## src/rtl/dio_pkg.sv

```systemverilog
package dio_pkg;
   // Bus, strobe address and output device widths
   localparam int DATA_W = 16;
   localparam int CHAN_W = 4;
   localparam int SUB_W = 2;
   localparam int ADDR_W = CHAN_W + SUB_W;
   localparam int NUM_STB = 64;
   localparam int DAC_W = 16;
   localparam int DEC_W = 8;
   localparam int DEC_SEL_W = 3;

   // Strobe addresses {channel, subchannel} of the devices built here
   localparam logic [ADDR_W-1:0] STB_HOLD = 6'h00;
   localparam logic [ADDR_W-1:0] STB_DAC = 6'h01;
   localparam logic [ADDR_W-1:0] STB_DEC = 6'h02;
   localparam logic [ADDR_W-1:0] STB_FLAG = 6'h03;
   localparam logic [ADDR_W-1:0] STB_IN_REG = 6'h04;
   localparam logic [ADDR_W-1:0] STB_REMOTE = 6'h05;

   // Two's complement to offset binary for the DAC
   localparam logic [DATA_W-1:0] DAC_SIGN_FLIP = 16'h8000;

   // Self-test data patterns
   localparam logic [DATA_W-1:0] PAT_A = 16'h5555;
   localparam logic [DATA_W-1:0] PAT_B = 16'haaaa;

   // Reset values
   localparam logic [DATA_W-1:0] RST_WORD = 16'h0000;
   localparam logic [DAC_W-1:0] RST_DAC = 16'h8000;
   localparam logic [DEC_W-1:0] RST_DEC = 8'h00;

   typedef enum logic [1:0] {ARM_NONE, ARM_WRITE, ARM_READ} dio_arm_t;
   typedef enum logic [1:0] {ST_ADDR, ST_DATA, ST_CHECK, ST_DONE} dio_st_t;
endpackage : dio_pkg

```

## src/rtl/dio_direct_io.sv

```systemverilog
`timescale 1ns/10ps
`default_nettype none
module dio_direct_io import dio_pkg::*; (
   // Clock and reset
   input wire logic SYS_CLK,
   input wire logic ARST_N,
   // Processor access
   input wire logic [ADDR_W-1:0] PROC_ADDR,
   input wire logic [DATA_W-1:0] PROC_DATA,
   input wire logic PROC_WR,
   input wire logic PROC_RD,
   input wire logic MANUAL_MODE,
   // Operator entry
   input wire logic OP_CHAN_LOAD,
   input wire logic OP_SUB_LOAD,
   input wire logic OP_ARM_WRITE,
   input wire logic OP_ARM_READ,
   input wire logic OP_ENTER,
   input wire logic OP_STEP,
   input wire logic [DATA_W-1:0] OP_VALUE,
   // Input devices
   input wire logic [DATA_W-1:0] IN_REG_PINS,
   input wire logic [DATA_W-1:0] REMOTE_IN,
   // Strobes and bus
   output logic [NUM_STB-1:0] STROBE,
   output logic [DATA_W-1:0] DATA_BUS,
   // Output devices
   output logic [DATA_W-1:0] HOLD_OUT,
   output logic [DAC_W-1:0] DAC_CODE,
   output logic [DEC_W-1:0] DEC_LINES,
   output logic FLAG_OUT,
   // Display and self-test
   output logic [DATA_W-1:0] ENTRY_DISPLAY,
   output logic [1:0] SELF_TEST_FAULT_INDICATORS
);
   // Input pin synchroniser
   logic [DATA_W-1:0] in_meta_q, in_sync_q;
   always_ff @(posedge SYS_CLK or negedge ARST_N) begin
      if (!ARST_N) begin
         in_meta_q <= RST_WORD;
         in_sync_q <= RST_WORD;
      end else begin
         in_meta_q <= IN_REG_PINS;
         in_sync_q <= in_meta_q;
      end
   end

   // Self-test state
   dio_st_t st_q, st_d;
   logic [ADDR_W-1:0] st_cnt_q, st_cnt_d;
   logic [DATA_W-1:0] scratch_q, scratch_d;
   logic flt_addr_q, flt_addr_d, flt_data_q, flt_data_d;
   logic [NUM_STB-1:0] st_dec;
   logic st_pass;

   always_comb begin
      st_d = st_q;
      st_cnt_d = st_cnt_q;
      scratch_d = scratch_q;
      flt_addr_d = flt_addr_q;
      flt_data_d = flt_data_q;
      st_dec = NUM_STB'(1) << st_cnt_q;
      unique case (st_q)
         ST_ADDR: begin
            if (!st_dec[st_cnt_q] || !$onehot(st_dec)) flt_addr_d = 1'b1;
            st_cnt_d = st_cnt_q + 6'h01;
            if (st_cnt_q == 6'h3f) st_d = ST_DATA;
         end
         ST_DATA: begin
            scratch_d = st_cnt_q[0] ? PAT_B : PAT_A;
            st_d = ST_CHECK;
         end
         ST_CHECK: begin
            if (scratch_q != (st_cnt_q[0] ? PAT_B : PAT_A)) flt_data_d = 1'b1;
            st_cnt_d = st_cnt_q + 6'h01;
            st_d = st_cnt_q[0] ? ST_DONE : ST_DATA;
         end
         ST_DONE: begin
         end
      endcase
   end

   always_ff @(posedge SYS_CLK or negedge ARST_N) begin
      if (!ARST_N) begin
         st_q <= ST_ADDR;
         st_cnt_q <= 6'h00;
         scratch_q <= RST_WORD;
         flt_addr_q <= 1'b0;
         flt_data_q <= 1'b0;
      end else begin
         st_q <= st_d;
         st_cnt_q <= st_cnt_d;
         scratch_q <= scratch_d;
         flt_addr_q <= flt_addr_d;
         flt_data_q <= flt_data_d;
      end
   end

   assign st_pass = (st_q == ST_DONE) && !flt_addr_q && !flt_data_q;
   // Lamps lit until self-test has passed
   assign SELF_TEST_FAULT_INDICATORS = {~st_pass, ~st_pass};

   // Operator entry state
   logic [CHAN_W-1:0] chan_q, chan_d;
   logic [SUB_W-1:0] sub_q, sub_d;
   dio_arm_t arm_q, arm_d;
   logic [DATA_W-1:0] last_q, last_d;
   logic op_go;

   always_comb begin
      chan_d = chan_q;
      sub_d = sub_q;
      arm_d = arm_q;
      last_d = last_q;
      if (OP_CHAN_LOAD) begin
         chan_d = OP_VALUE[CHAN_W-1:0];
         arm_d = ARM_NONE;
      end
      if (OP_SUB_LOAD) begin
         sub_d = OP_VALUE[SUB_W-1:0];
         arm_d = ARM_NONE;
      end
      if (OP_ARM_WRITE) arm_d = ARM_WRITE;
      if (OP_ARM_READ) arm_d = ARM_READ;
      if (OP_ENTER) last_d = OP_VALUE;
   end

   always_ff @(posedge SYS_CLK or negedge ARST_N) begin
      if (!ARST_N) begin
         chan_q <= '0;
         sub_q <= '0;
         arm_q <= ARM_NONE;
         last_q <= RST_WORD;
      end else begin
         chan_q <= chan_d;
         sub_q <= sub_d;
         arm_q <= arm_d;
         last_q <= last_d;
      end
   end

   // Access request: operator first, then processor
   assign op_go = st_pass && (arm_q != ARM_NONE) && (OP_ENTER || OP_STEP);

   logic req_wr, req_rd;
   logic [ADDR_W-1:0] req_addr;
   logic [DATA_W-1:0] req_data;
   always_comb begin
      req_wr = 1'b0;
      req_rd = 1'b0;
      req_addr = PROC_ADDR;
      req_data = PROC_DATA;
      if (op_go) begin
         req_addr = {chan_q, sub_q};
         req_data = OP_ENTER ? OP_VALUE : last_q;
         req_wr = (arm_q == ARM_WRITE);
         req_rd = (arm_q == ARM_READ);
      end else begin
         req_wr = PROC_WR && !MANUAL_MODE;
         req_rd = PROC_RD;
      end
   end

   // Strobe stage
   logic [NUM_STB-1:0] stb_q, stb_d;
   logic [DATA_W-1:0] bus_q, bus_d;
   logic stb_wr_q, stb_rd_q;
   logic [ADDR_W-1:0] stb_addr_q;
   always_comb begin
      stb_d = '0;
      if (req_wr || req_rd) stb_d = NUM_STB'(1) << req_addr;
      bus_d = req_wr ? req_data : bus_q;
   end

   always_ff @(posedge SYS_CLK or negedge ARST_N) begin
      if (!ARST_N) begin
         stb_q <= '0;
         bus_q <= RST_WORD;
         stb_wr_q <= 1'b0;
         stb_rd_q <= 1'b0;
         stb_addr_q <= '0;
      end else begin
         stb_q <= stb_d;
         bus_q <= bus_d;
         stb_wr_q <= req_wr;
         stb_rd_q <= req_rd;
         stb_addr_q <= req_addr;
      end
   end

   // Input devices onto the bus during read strobe
   logic [DATA_W-1:0] rd_bus;
   logic rd_hit;
   always_comb begin
      rd_bus = RST_WORD;
      rd_hit = 1'b0;
      if (stb_rd_q && stb_q[STB_IN_REG]) begin
         rd_bus = in_sync_q;
         rd_hit = 1'b1;
      end else if (stb_rd_q && stb_q[STB_REMOTE]) begin
         rd_bus = REMOTE_IN;
         rd_hit = 1'b1;
      end
   end

   // Output devices and display
   logic [DATA_W-1:0] hold_q, hold_d, disp_q, disp_d;
   logic [DAC_W-1:0] dac_q, dac_d;
   logic [DEC_W-1:0] dec_q, dec_d;
   logic flag_q, flag_d;
   always_comb begin
      hold_d = hold_q;
      dac_d = dac_q;
      dec_d = dec_q;
      flag_d = flag_q;
      disp_d = disp_q;
      if (stb_wr_q && stb_q[STB_HOLD]) hold_d = bus_q;
      if (stb_wr_q && stb_q[STB_DAC]) dac_d = bus_q ^ DAC_SIGN_FLIP;
      if (stb_wr_q && stb_q[STB_DEC]) dec_d = DEC_W'(1) << bus_q[DEC_SEL_W-1:0];
      if (stb_wr_q && stb_q[STB_FLAG]) flag_d = bus_q[0];
      if (rd_hit) disp_d = rd_bus;
   end

   always_ff @(posedge SYS_CLK or negedge ARST_N) begin
      if (!ARST_N) begin
         hold_q <= RST_WORD;
         dac_q <= RST_DAC;
         dec_q <= RST_DEC;
         flag_q <= 1'b0;
         disp_q <= RST_WORD;
      end else begin
         hold_q <= hold_d;
         dac_q <= dac_d;
         dec_q <= dec_d;
         flag_q <= flag_d;
         disp_q <= disp_d;
      end
   end

   assign STROBE = stb_q;
   assign DATA_BUS = stb_rd_q ? rd_bus : bus_q;
   assign HOLD_OUT = hold_q;
   assign DAC_CODE = dac_q;
   assign DEC_LINES = dec_q;
   assign FLAG_OUT = flag_q;
   assign ENTRY_DISPLAY = disp_q;
endmodule : dio_direct_io
`default_nettype wire

```

## config.mk

```make
export PLATFORM = sky130hd
export DESIGN_NAME = dio_direct_io
export DESIGN_NICKNAME = d
export VERILOG_FILES = /design/src/rtl/dio_pkg.sv /design/src/rtl/dio_direct_io.sv
export SDC_FILE = /design/constraint.sdc
export NUM_CORES = 1
export LEC_CHECK = 0
export ABC_AREA = 1
export ABC_CLOCK_PERIOD_IN_PS = 11130
export BUFFER_PORTS_ARGS = -buffer_cell sky130_fd_sc_hd__buf_4
export CORE_MARGIN = 5
export CORE_UTILIZATION = 60
export DETAILED_ROUTE_END_ITERATION = 10
export PLACE_DENSITY = 0.84
export SLEW_MARGIN = 0
export SYNTH_ARGS = -nofsm -noshare
export SYNTH_HDL_FRONTEND = slang
export SYNTH_SLANG_ARGS = --single-unit
```

## constraint.sdc

```tcl
create_clock -name SYS_CLK -period 11.13 [get_ports SYS_CLK]
set_input_delay 1.113 -clock SYS_CLK [delete_from_list [all_inputs] [get_ports SYS_CLK]]
set_output_delay 1.113 -clock SYS_CLK [all_outputs]
set_load 0.005 [all_outputs]
```

==> impl_results.md, run 1 <==
* GRT Total Usage at between 30% and 40%
* Vias in the first global route at just over 9k
* Synth Register Bits at between 200 and 250
* Part of the power in registers at between 40% and 50%
* Initial DRC count at 708
* TritonCTS Sinks at approximately 210
* Final WL at between 30,000 and 40,000 um
* Initial antenna violation count at 1
* Hold WS at about 340 ps
* Wire length per cell at just over 20 um
* Largest net degree at the start of global routing at between 100 and 150
* RSZ-0062 raised after global routing: false
* Hold Crit Depth at 0
* DRT antenna net count at 0
* Pleak at ~6.6 nW
* Achievable clock frequency at approximately 120 MHz
* Int Power at 1.35 mW
* Net Switching at between 0.4 and 0.5 mW
* H-tree Lvls at 1
* CTS resizes at 0
* Rows at 48
* Clock power share at between 40% and 50%
* Crit end category: flop
* Placed cell areas at roughly 12,000 um2
* Hpwl dp at around 24,000 um
* Hold Buf Count CTS at 0
* Hold Path Class: reg -> reg
* IO buf count at ~220
* Final Util at between 70% and 80%
* Synth unique cells at just over 40
* Fin. Hold Viols at 0
* Syn. warnings at 0
* Post-synthesis cell area at between 10,000 and 15,000 um2
* Layout cell share with drive strength beyond 1 at a little over a fifth
* Switching Fraction at roughly a quarter
* Logic gate share of total power at 10.5%
* CTS tree: yes
* Most frequent cells in the layout: nand2_1 (291), buf_4 (223), dfrtp_1 (206)
* Clk pin slew, worst setup/hold paths at around 60 ps
* Core Area at approximately 17,000 um2
* CP Launch Type: flop
* Reg2reg path depth at 26
* Worst flop-to-flop path startpoint: st_cnt_q[0]
* VDD IR-drop max at ~0.00014 V
* Setup-failing EPs final at 0
* Flop2flop setup slack at about 3000 ps
* Skew-Pair Late Insertion Delay at ~490 ps
* Setup_tns at 0 ps
* Status: finished, final reports clean
* Period minus WS final at a little over 8000 ps
* TritonCTS buffer count at 22
* MaxCap Viol Count at 0
* Synth Instances at 1,154
* Routability cong. at approximately 1
* Vias per cell at 5.60
* Die Height at 142 um
* Slew @ Worst Pin at around 1200 ps
* First-pass iteration count of the detailed router at 7
* Overflow after GRT at 0
* Final worst-path cycle share at around three quarters
* Die width at approximately 140 um
* Critical Path Fanout Max at 37
* WS Path Type: reg -> reg
* Max-slew headroom at 19.4%
* Maximum buffer depth of the clock tree at 3
* Post-synth top area cell: dfrtp_1
* Top cells by area, synth: dfrtp_1 (49%), nand2_1 (10%), fa_1 (10%)
* Max Slew Vio Count at 0
* Die area at 20,200 um2
* Post-Syn Nets at roughly 1.3k
* WP data arrival at between 8000 and 9000 ps
* R2r endpoint: flt_addr_q
* Starting density of the core at between 60% and 70%
* Sequential area share after synthesis at 49.5%
* Via count at 8,886
* Nets at ~1.5k
* Synthesis-to-finish area growth at 23.4%
* # DRC at 0
* Data required time of the worst path at between 10,000 and 15,000 ps
* First-pass GRT wire length at 50,400 um
* CTS Root Cell: clkbuf_16
* Syn_area_per_cell at about 9.1 um2
* PwrDens at approximately 140 nW/um2
* Hold path startpoint: in_meta_q[10]
* Post-route cell area at about 13,000 um2
* Fin Clk Skew at 9.48 ps
* WHS Endpoint: in_sync_q[10]
* Post-CTS setup repair buffer count at 0
* Ports at 220
* Share of the synthesized area in the top cell type at 49.3%
* Commonest non-fill, non-tap cell in the layout: nand2_1
-- worst max path at each step --
stage                      startpoint          to  slack (ps)
after detailed placement  st_cnt_q[0]  flt_addr_q        2940
after global routing      st_cnt_q[0]  flt_addr_q        2220
after floorplan           st_cnt_q[1]  flt_addr_q        3910
after global placement    st_cnt_q[0]  flt_addr_q        3130
final                     st_cnt_q[0]  flt_addr_q        2930
after CTS                 st_cnt_q[0]  flt_addr_q        2940
-- logic make-up after synthesis --
group	synth area share, %
buffers and inverters	7.20
multiplexers	1.72
adder cells (fa/ha/maj)	13.3
XOR/XNOR	0.335
AND/OR/NAND/NOR	21.4
AO/OA/AOI/OAI	6.52
flip-flops	49.5
-- cell type report --
type	instances	area, um2
Clock inverter	5	81.3
Tap cell	225	282
Inverter	126	478
Fill cell	1168	4270
Antenna cell	1	2.50
Sequential cell	207	5180
Clock buffer	34	667
Timing Repair Buffer	224	1690
Multi-Input combinational cell	766	4520
-- metal layers --
layer / vias up / global-route usage [%] / share of wire [%]
met2: 435 / 55.2 / 51
met1: 4339 / 40.7 / 36
met3: 92 / 5.61 / 8.6
li1: 4020 / - / -
met5: - / 0 / 0
met4: 0 / 13.5 / 4.4
-- critical path: stages (launching register included) --
cell	delay (ps)
dfrtp_1	1140
ha_1	440
nand2_1	150
nor2_1	460
nand2_1	150
fa_1	520
fa_1	530
inv_1	60
fa_1	520
inv_1	60
fa_1	540
inv_1	60
fa_1	510
fa_1	510
inv_1	50
fa_1	500
fa_1	480
inv_1	70
ha_1	150
inv_1	60
fa_1	380
nor2_1	100
nand2_1	60
a2111oi_0	360
nand2_1	90
nand2_1	70
nand2_1	50
-- synth_stat cells, drive strengths merged --
cell and instances:
a31oi 34, a2111oi 1, clkbuf 25, nor2 148
dfstp 1, inv 125, mux2 16, clkinv 1
nor4 1, or2 7, dfrtp 206, ha 25
nor3 4, buf 30, o211ai 1, nand3 94
a31o 2, o31ai 1, nand2 293, a21oi 9
o21ai 69, fa 54, xor2 4, o21a 1
nand3b 2
-- metrics by stage --
step                worst slack (ps)  std cells  total power, mW
floorplan                       3910       1154            0.904
global placement                3130       1548             1.01
detailed placement              2940       1548             1.02
CTS                             2940       1587             1.77
global route                    2220       1588             1.82
finish                          2930       1588             1.76
-- registers in the layout, summed over array words and instances (netlist names), 4 cells and up --
signal         count
DAC_CODE          16
DEC_LINES          8
ENTRY_DISPLAY     16
HOLD_OUT          16
STROBE            64
bus_q             16
chan_q             4
in_meta_q         16
in_sync_q         16
last_q            16
st_cnt_q           6
-- power by group through the flow --
stage	Combinational, mW	Clock, mW	Sequential [mW]
detailed placement	0.180	0	0.841
global placement	0.174	0	0.838
CTS	0.185	0.755	0.830
finish	0.184	0.746	0.830
global route	0.201	0.788	0.834
floorplan	0.0670	0	0.837
Power figures use the tool's default switching activity.
==> inputs of run 2 (changes only) <==
--- a/config.mk
+++ b/config.mk
@@ -5,13 +5,13 @@
 export SDC_FILE = /design/constraint.sdc
 export NUM_CORES = 1
 export LEC_CHECK = 0
-export ABC_AREA = 1
-export ABC_CLOCK_PERIOD_IN_PS = 11130
+export ABC_AREA = 0
+export ABC_CLOCK_PERIOD_IN_PS = 8350
 export BUFFER_PORTS_ARGS = -buffer_cell sky130_fd_sc_hd__buf_4
 export CORE_MARGIN = 5
-export CORE_UTILIZATION = 60
+export CORE_UTILIZATION = 55
 export DETAILED_ROUTE_END_ITERATION = 10
-export PLACE_DENSITY = 0.84
+export PLACE_DENSITY = 0.77
 export SLEW_MARGIN = 0
 export SYNTH_ARGS = -nofsm -noshare
 export SYNTH_HDL_FRONTEND = slang
==> constraint.sdc (replaced) <==
create_clock -name SYS_CLK -period 8.35 [get_ports SYS_CLK]
set_input_delay 0.835 -clock SYS_CLK [delete_from_list [all_inputs] [get_ports SYS_CLK]]
set_output_delay 0.835 -clock SYS_CLK [all_outputs]
set_load 0.005 [all_outputs]
==> run 2 against run 1 <==
  * Synthesized cell count down 15%
  * First-iteration DRC count down 20%
  * Critical endpoint unchanged
  * Global-route usage down 7.7 points
  * Critical path depth fell by 2
  * Largest power group unchanged
  * Sequential power is 34% higher
  * Combinational power rose by 33%
  * Die area up 7.6%
  * Non-clock buffer count is 5 higher
  * Final area is 0.20% lower
==> impl_results.md, run 2 <==
* Status: finished, final reports clean
* Setup_tns at 0 ps (unchanged)
* First-pass iteration count of the detailed router at 6 (-1)
* Filler cell count at 1,422 (+22%)
* Top cells by area, synth: dfrtp_1 (50%), fa_1 (10%), mux2i_1 (6.3%)
* Ports at 220 (unchanged)
* Synth unique cells at 51 (+24%)
* Slew @ Worst Pin at 1160 ps (-50.7 ps)
* Nets at 1,339 (-11%)
* Post-synthesis cell area at 10,400 um2 (-0.85%)
* IO buf count at 219 (unchanged)
* Initial DRC count at 568 (-20%)
* H-tree Lvls at 1 (unchanged)
* Reg2reg path depth at 24 (-7.7%)
* Commonest non-fill, non-tap cell in the layout: buf_4
* Clk pin slew, worst setup/hold paths at 60 ps (about the same)
* Max Slew Vio Count at 0 (unchanged)
* Synthesis-to-finish area growth at 24.2%
* Synth Register Bits at 207 (unchanged)
* Syn. warnings at 0 (unchanged)
* Routability cong. at 0.879 (-12%)
* Largest register FFs at 64 (unchanged)
* Critical path buffers and inverters at 6 (unchanged)
* Data required time of the worst path at 8680 ps (-2830 ps)
* Achievable clock frequency at 125 MHz (+2.4%)
* Setup-failing EPs final at 0 (unchanged)
* Final worst-path cycle share at 95.8% (+22 points)
* Hpwl dp at 19,900 um (-18%)
* Crit path cell chain: ha_1 > ha_1 > nor2b_1 > nand2_1 > fa_1 > fa_1 > fa_1 > inv_1 > fa_1 > inv_1 > fa_1 > inv_1 > fa_1 > inv_1 > fa_1 > fa_1 > inv_1 > ha_1 > inv_1 > fa_1 > a211o_1 > a2111o_1 > o41ai_1 > o311ai_0
* Hold Crit Depth at 0 (unchanged)
* Critical path's slowest cell: fa_1
* Post-Syn Nets at 1,141 (-13%)
* CTS Root Cell: clkbuf_16
* Vias per cell at 5.45 (-2.5%)
* Final Util at 69.1% (-6.1 points)
* Final WS setup at 347 ps (-2590 ps)
* Post-synth EDFFs at 0 (unchanged)
* Fin cells at 1,429 (-10%)
* # DRC at 0 (unchanged)
* Fin. Hold Viols at 0 (unchanged)
* VDD IR-drop max at 0.000124 V (-14%)
* Starting density of the core at 55.6% (-5.3 points)
* CTS resizes at 0 (unchanged)
* Skew-Pair Late Insertion Delay at 510 ps (+20 ps)
* DP Cell Count at 1,389 (-10%)
* Slowest stage delay, CP at 550 ps (-590 ps)
* Synth Instances at 981 (-15%)
* MaxCap Viol Count at 0 (unchanged)
* Post-CTS setup repair buffer count at 0 (unchanged)
* CTS tree: yes
* GRT Total Usage at 24.5% (-7.7 points)
* TritonCTS buffer count at 22 (unchanged)
* WP data arrival at 8340 ps (-230 ps)
* DRT antenna net count at 0 (unchanged)
* Maximum buffer depth of the clock tree at 3 (unchanged)
* Initial antenna violation count at 0 (-1)
* Post-synth top area cell: dfrtp_1
* Hold WS at 338 ps (-4.34 ps)
* Hold Path Class: reg -> reg
* Most numerous cell on the critical path: fa_1
* Layout cell share with drive strength beyond 1 at 25.7% (+4.0 points)
* Die area at 21,700 um2 (+7.6%)
* Largest net degree at the start of global routing at 124 (-9.5%)
* Most frequent cell after synthesis: dfrtp_1
* Period minus WS final at 8000 ps (-193 ps)
* Pleak at 6.50 nW (-1.4%)
* WS Path Type: reg -> reg
* Rows at 50 (+4.2%)
* Most frequent cells in the layout: buf_4 (228), dfrtp_1 (206), nand2_1 (139)
* Core Area at 18,600 um2 (+8.5%)
* # diodes at 0 (-1)
* RSZ-0062 raised after global routing: false
* Via count at 7,793 (-12%)
* First-pass GRT wire length at 42,400 um (-16%)
* Wire length per cell at 18.6 um (-8.8%)
* Crit end category: flop
* WP depth at 24 (-7.7%)
* CP Launch Type: flop
* Vias in the first global route at 7,794 (-15%)
* Critical Path Fanout Max at 9 (-76%)
* Hold Buf Count CTS at 0 (unchanged)
* TritonCTS Sinks at 207 (unchanged)
* Die width at 147 um (+3.7%)
* FF/Latch Area at 5180 um2 (unchanged)
* PwrDens at 178 nW/um2 (+31%)
* Syn_area_per_cell at 10.6 um2 (+17%)
* Fin Clk Skew at 15.7 ps (+6.25 ps)
* Ys async rst share at 100% (unchanged)
* Sequential area share after synthesis at 50.0% (+0.42 points)
* Commonest cells in the netlist: dfrtp_1 (206), nand2_1 (139), nor2_1 (116), inv_1 (77), mux2i_1 (65)
* Die Height at 147 um (+3.7%)
* Share of the synthesized area in the top cell type at 49.7% (+0.42 points)
* Main synth FF type: dfrtp_1
* Post-Place Setup Slack at 407 ps (-2530 ps)
* Top cell family by delay on the critical path: adder cells
* Multi-input logic area at 4680 um2 (+3.4%)
* Overflow after GRT at 0 (unchanged)
* Final WL at 26,600 um (-18%)
* Max-slew headroom at 22.8% (+3.4 points)
run 2: cell count changes after synthesis, moves of 12 or more:
cell	change
nand2_1	-152
a31oi_1	-32
a22o_1	+21
nand3_1	-72
mux2i_1	+65
inv_1	-41
nor2_1	-29
and3_1	+12
clkbuf_1	+18
nor3_1	+19
run 2: worst paths after layout:
| check | start | slack, ps | end |
|---|---|---|---|
| worst min register to register | in_meta_q[12] | 340 | in_sync_q[12] |
| min in group asynchronous | ARST_N | 440 | DAC_CODE[2] |
| worst min-delay path | in_meta_q[12] | 340 | in_sync_q[12] |
| worst max-delay path | st_cnt_q[1] | 350 | flt_addr_q |
| worst max register to register | st_cnt_q[1] | 350 | flt_addr_q |
| max in group asynchronous | ARST_N | 6300 | in_meta_q[2] |
run 2: final cells by class:
type / count / area share (%)
Multi-Input combinational cell: 641 / 36.3
Tap cell: 234 / 2.27
Sequential cell: 207 / 40.2
Clock buffer: 28 / 4.68
Timing Repair Buffer: 229 / 13.4
Clock inverter: 12 / 0.816
Inverter: 78 / 2.27
run 2: metrics by stage:
step | power (mW) | instance area (um2)
global route | 2.39 | 12900
CTS | 2.32 | 12900
finish | 2.30 | 12900
detailed placement | 1.37 | 12200
global placement | 1.36 | 12200
floorplan | 1.21 | 10400
run 2: cell families (layout without fill, tap and decap cells):
logic type / after synthesis / count (layout) / share of synthesized area, %
and+or+nand+nor: 363 / 363 / 15.6
adders and majority gates: 80 / 80 / 13.5
AOI/OAI and AO/OA: 101 / 101 / 6.21
buffers and inverters: 133 / 347 / 5.01
DFF: 207 / 207 / 50.0
muxes: 92 / 92 / 9.21
xor gates and xnor gates: 5 / 5 / 0.422
run 2: routing by layer:
layer  part of all wire, %  routed length [um]  GRT usage (%)  vias to the layer above
li1                      -                   -              -                     3604
met1                    40               10700           33.6                     3825
met2                    49               13100           40.5                      315
met3                   8.2                2180           5.03                       49
met4                   2.5                 664           6.43                        0
met5                     0                   0              0                        -
run 2: where the power goes:
part           leakage [nW]  switching (mW)  internal [mW]
Clock                 0.349           0.398          0.546
Combinational          3.50           0.127          0.116
Sequential             2.64          0.0430           1.07
run 2: worst register-to-register path: cells and delay by family, from the launching register on:
kind                       cells  cell delay, ps
DFF                            1             500
buffers and inverters          6             370
and+or+nand+nor                2             450
AOI/OAI and AO/OA              4            1140
adders and majority gates     12            5390
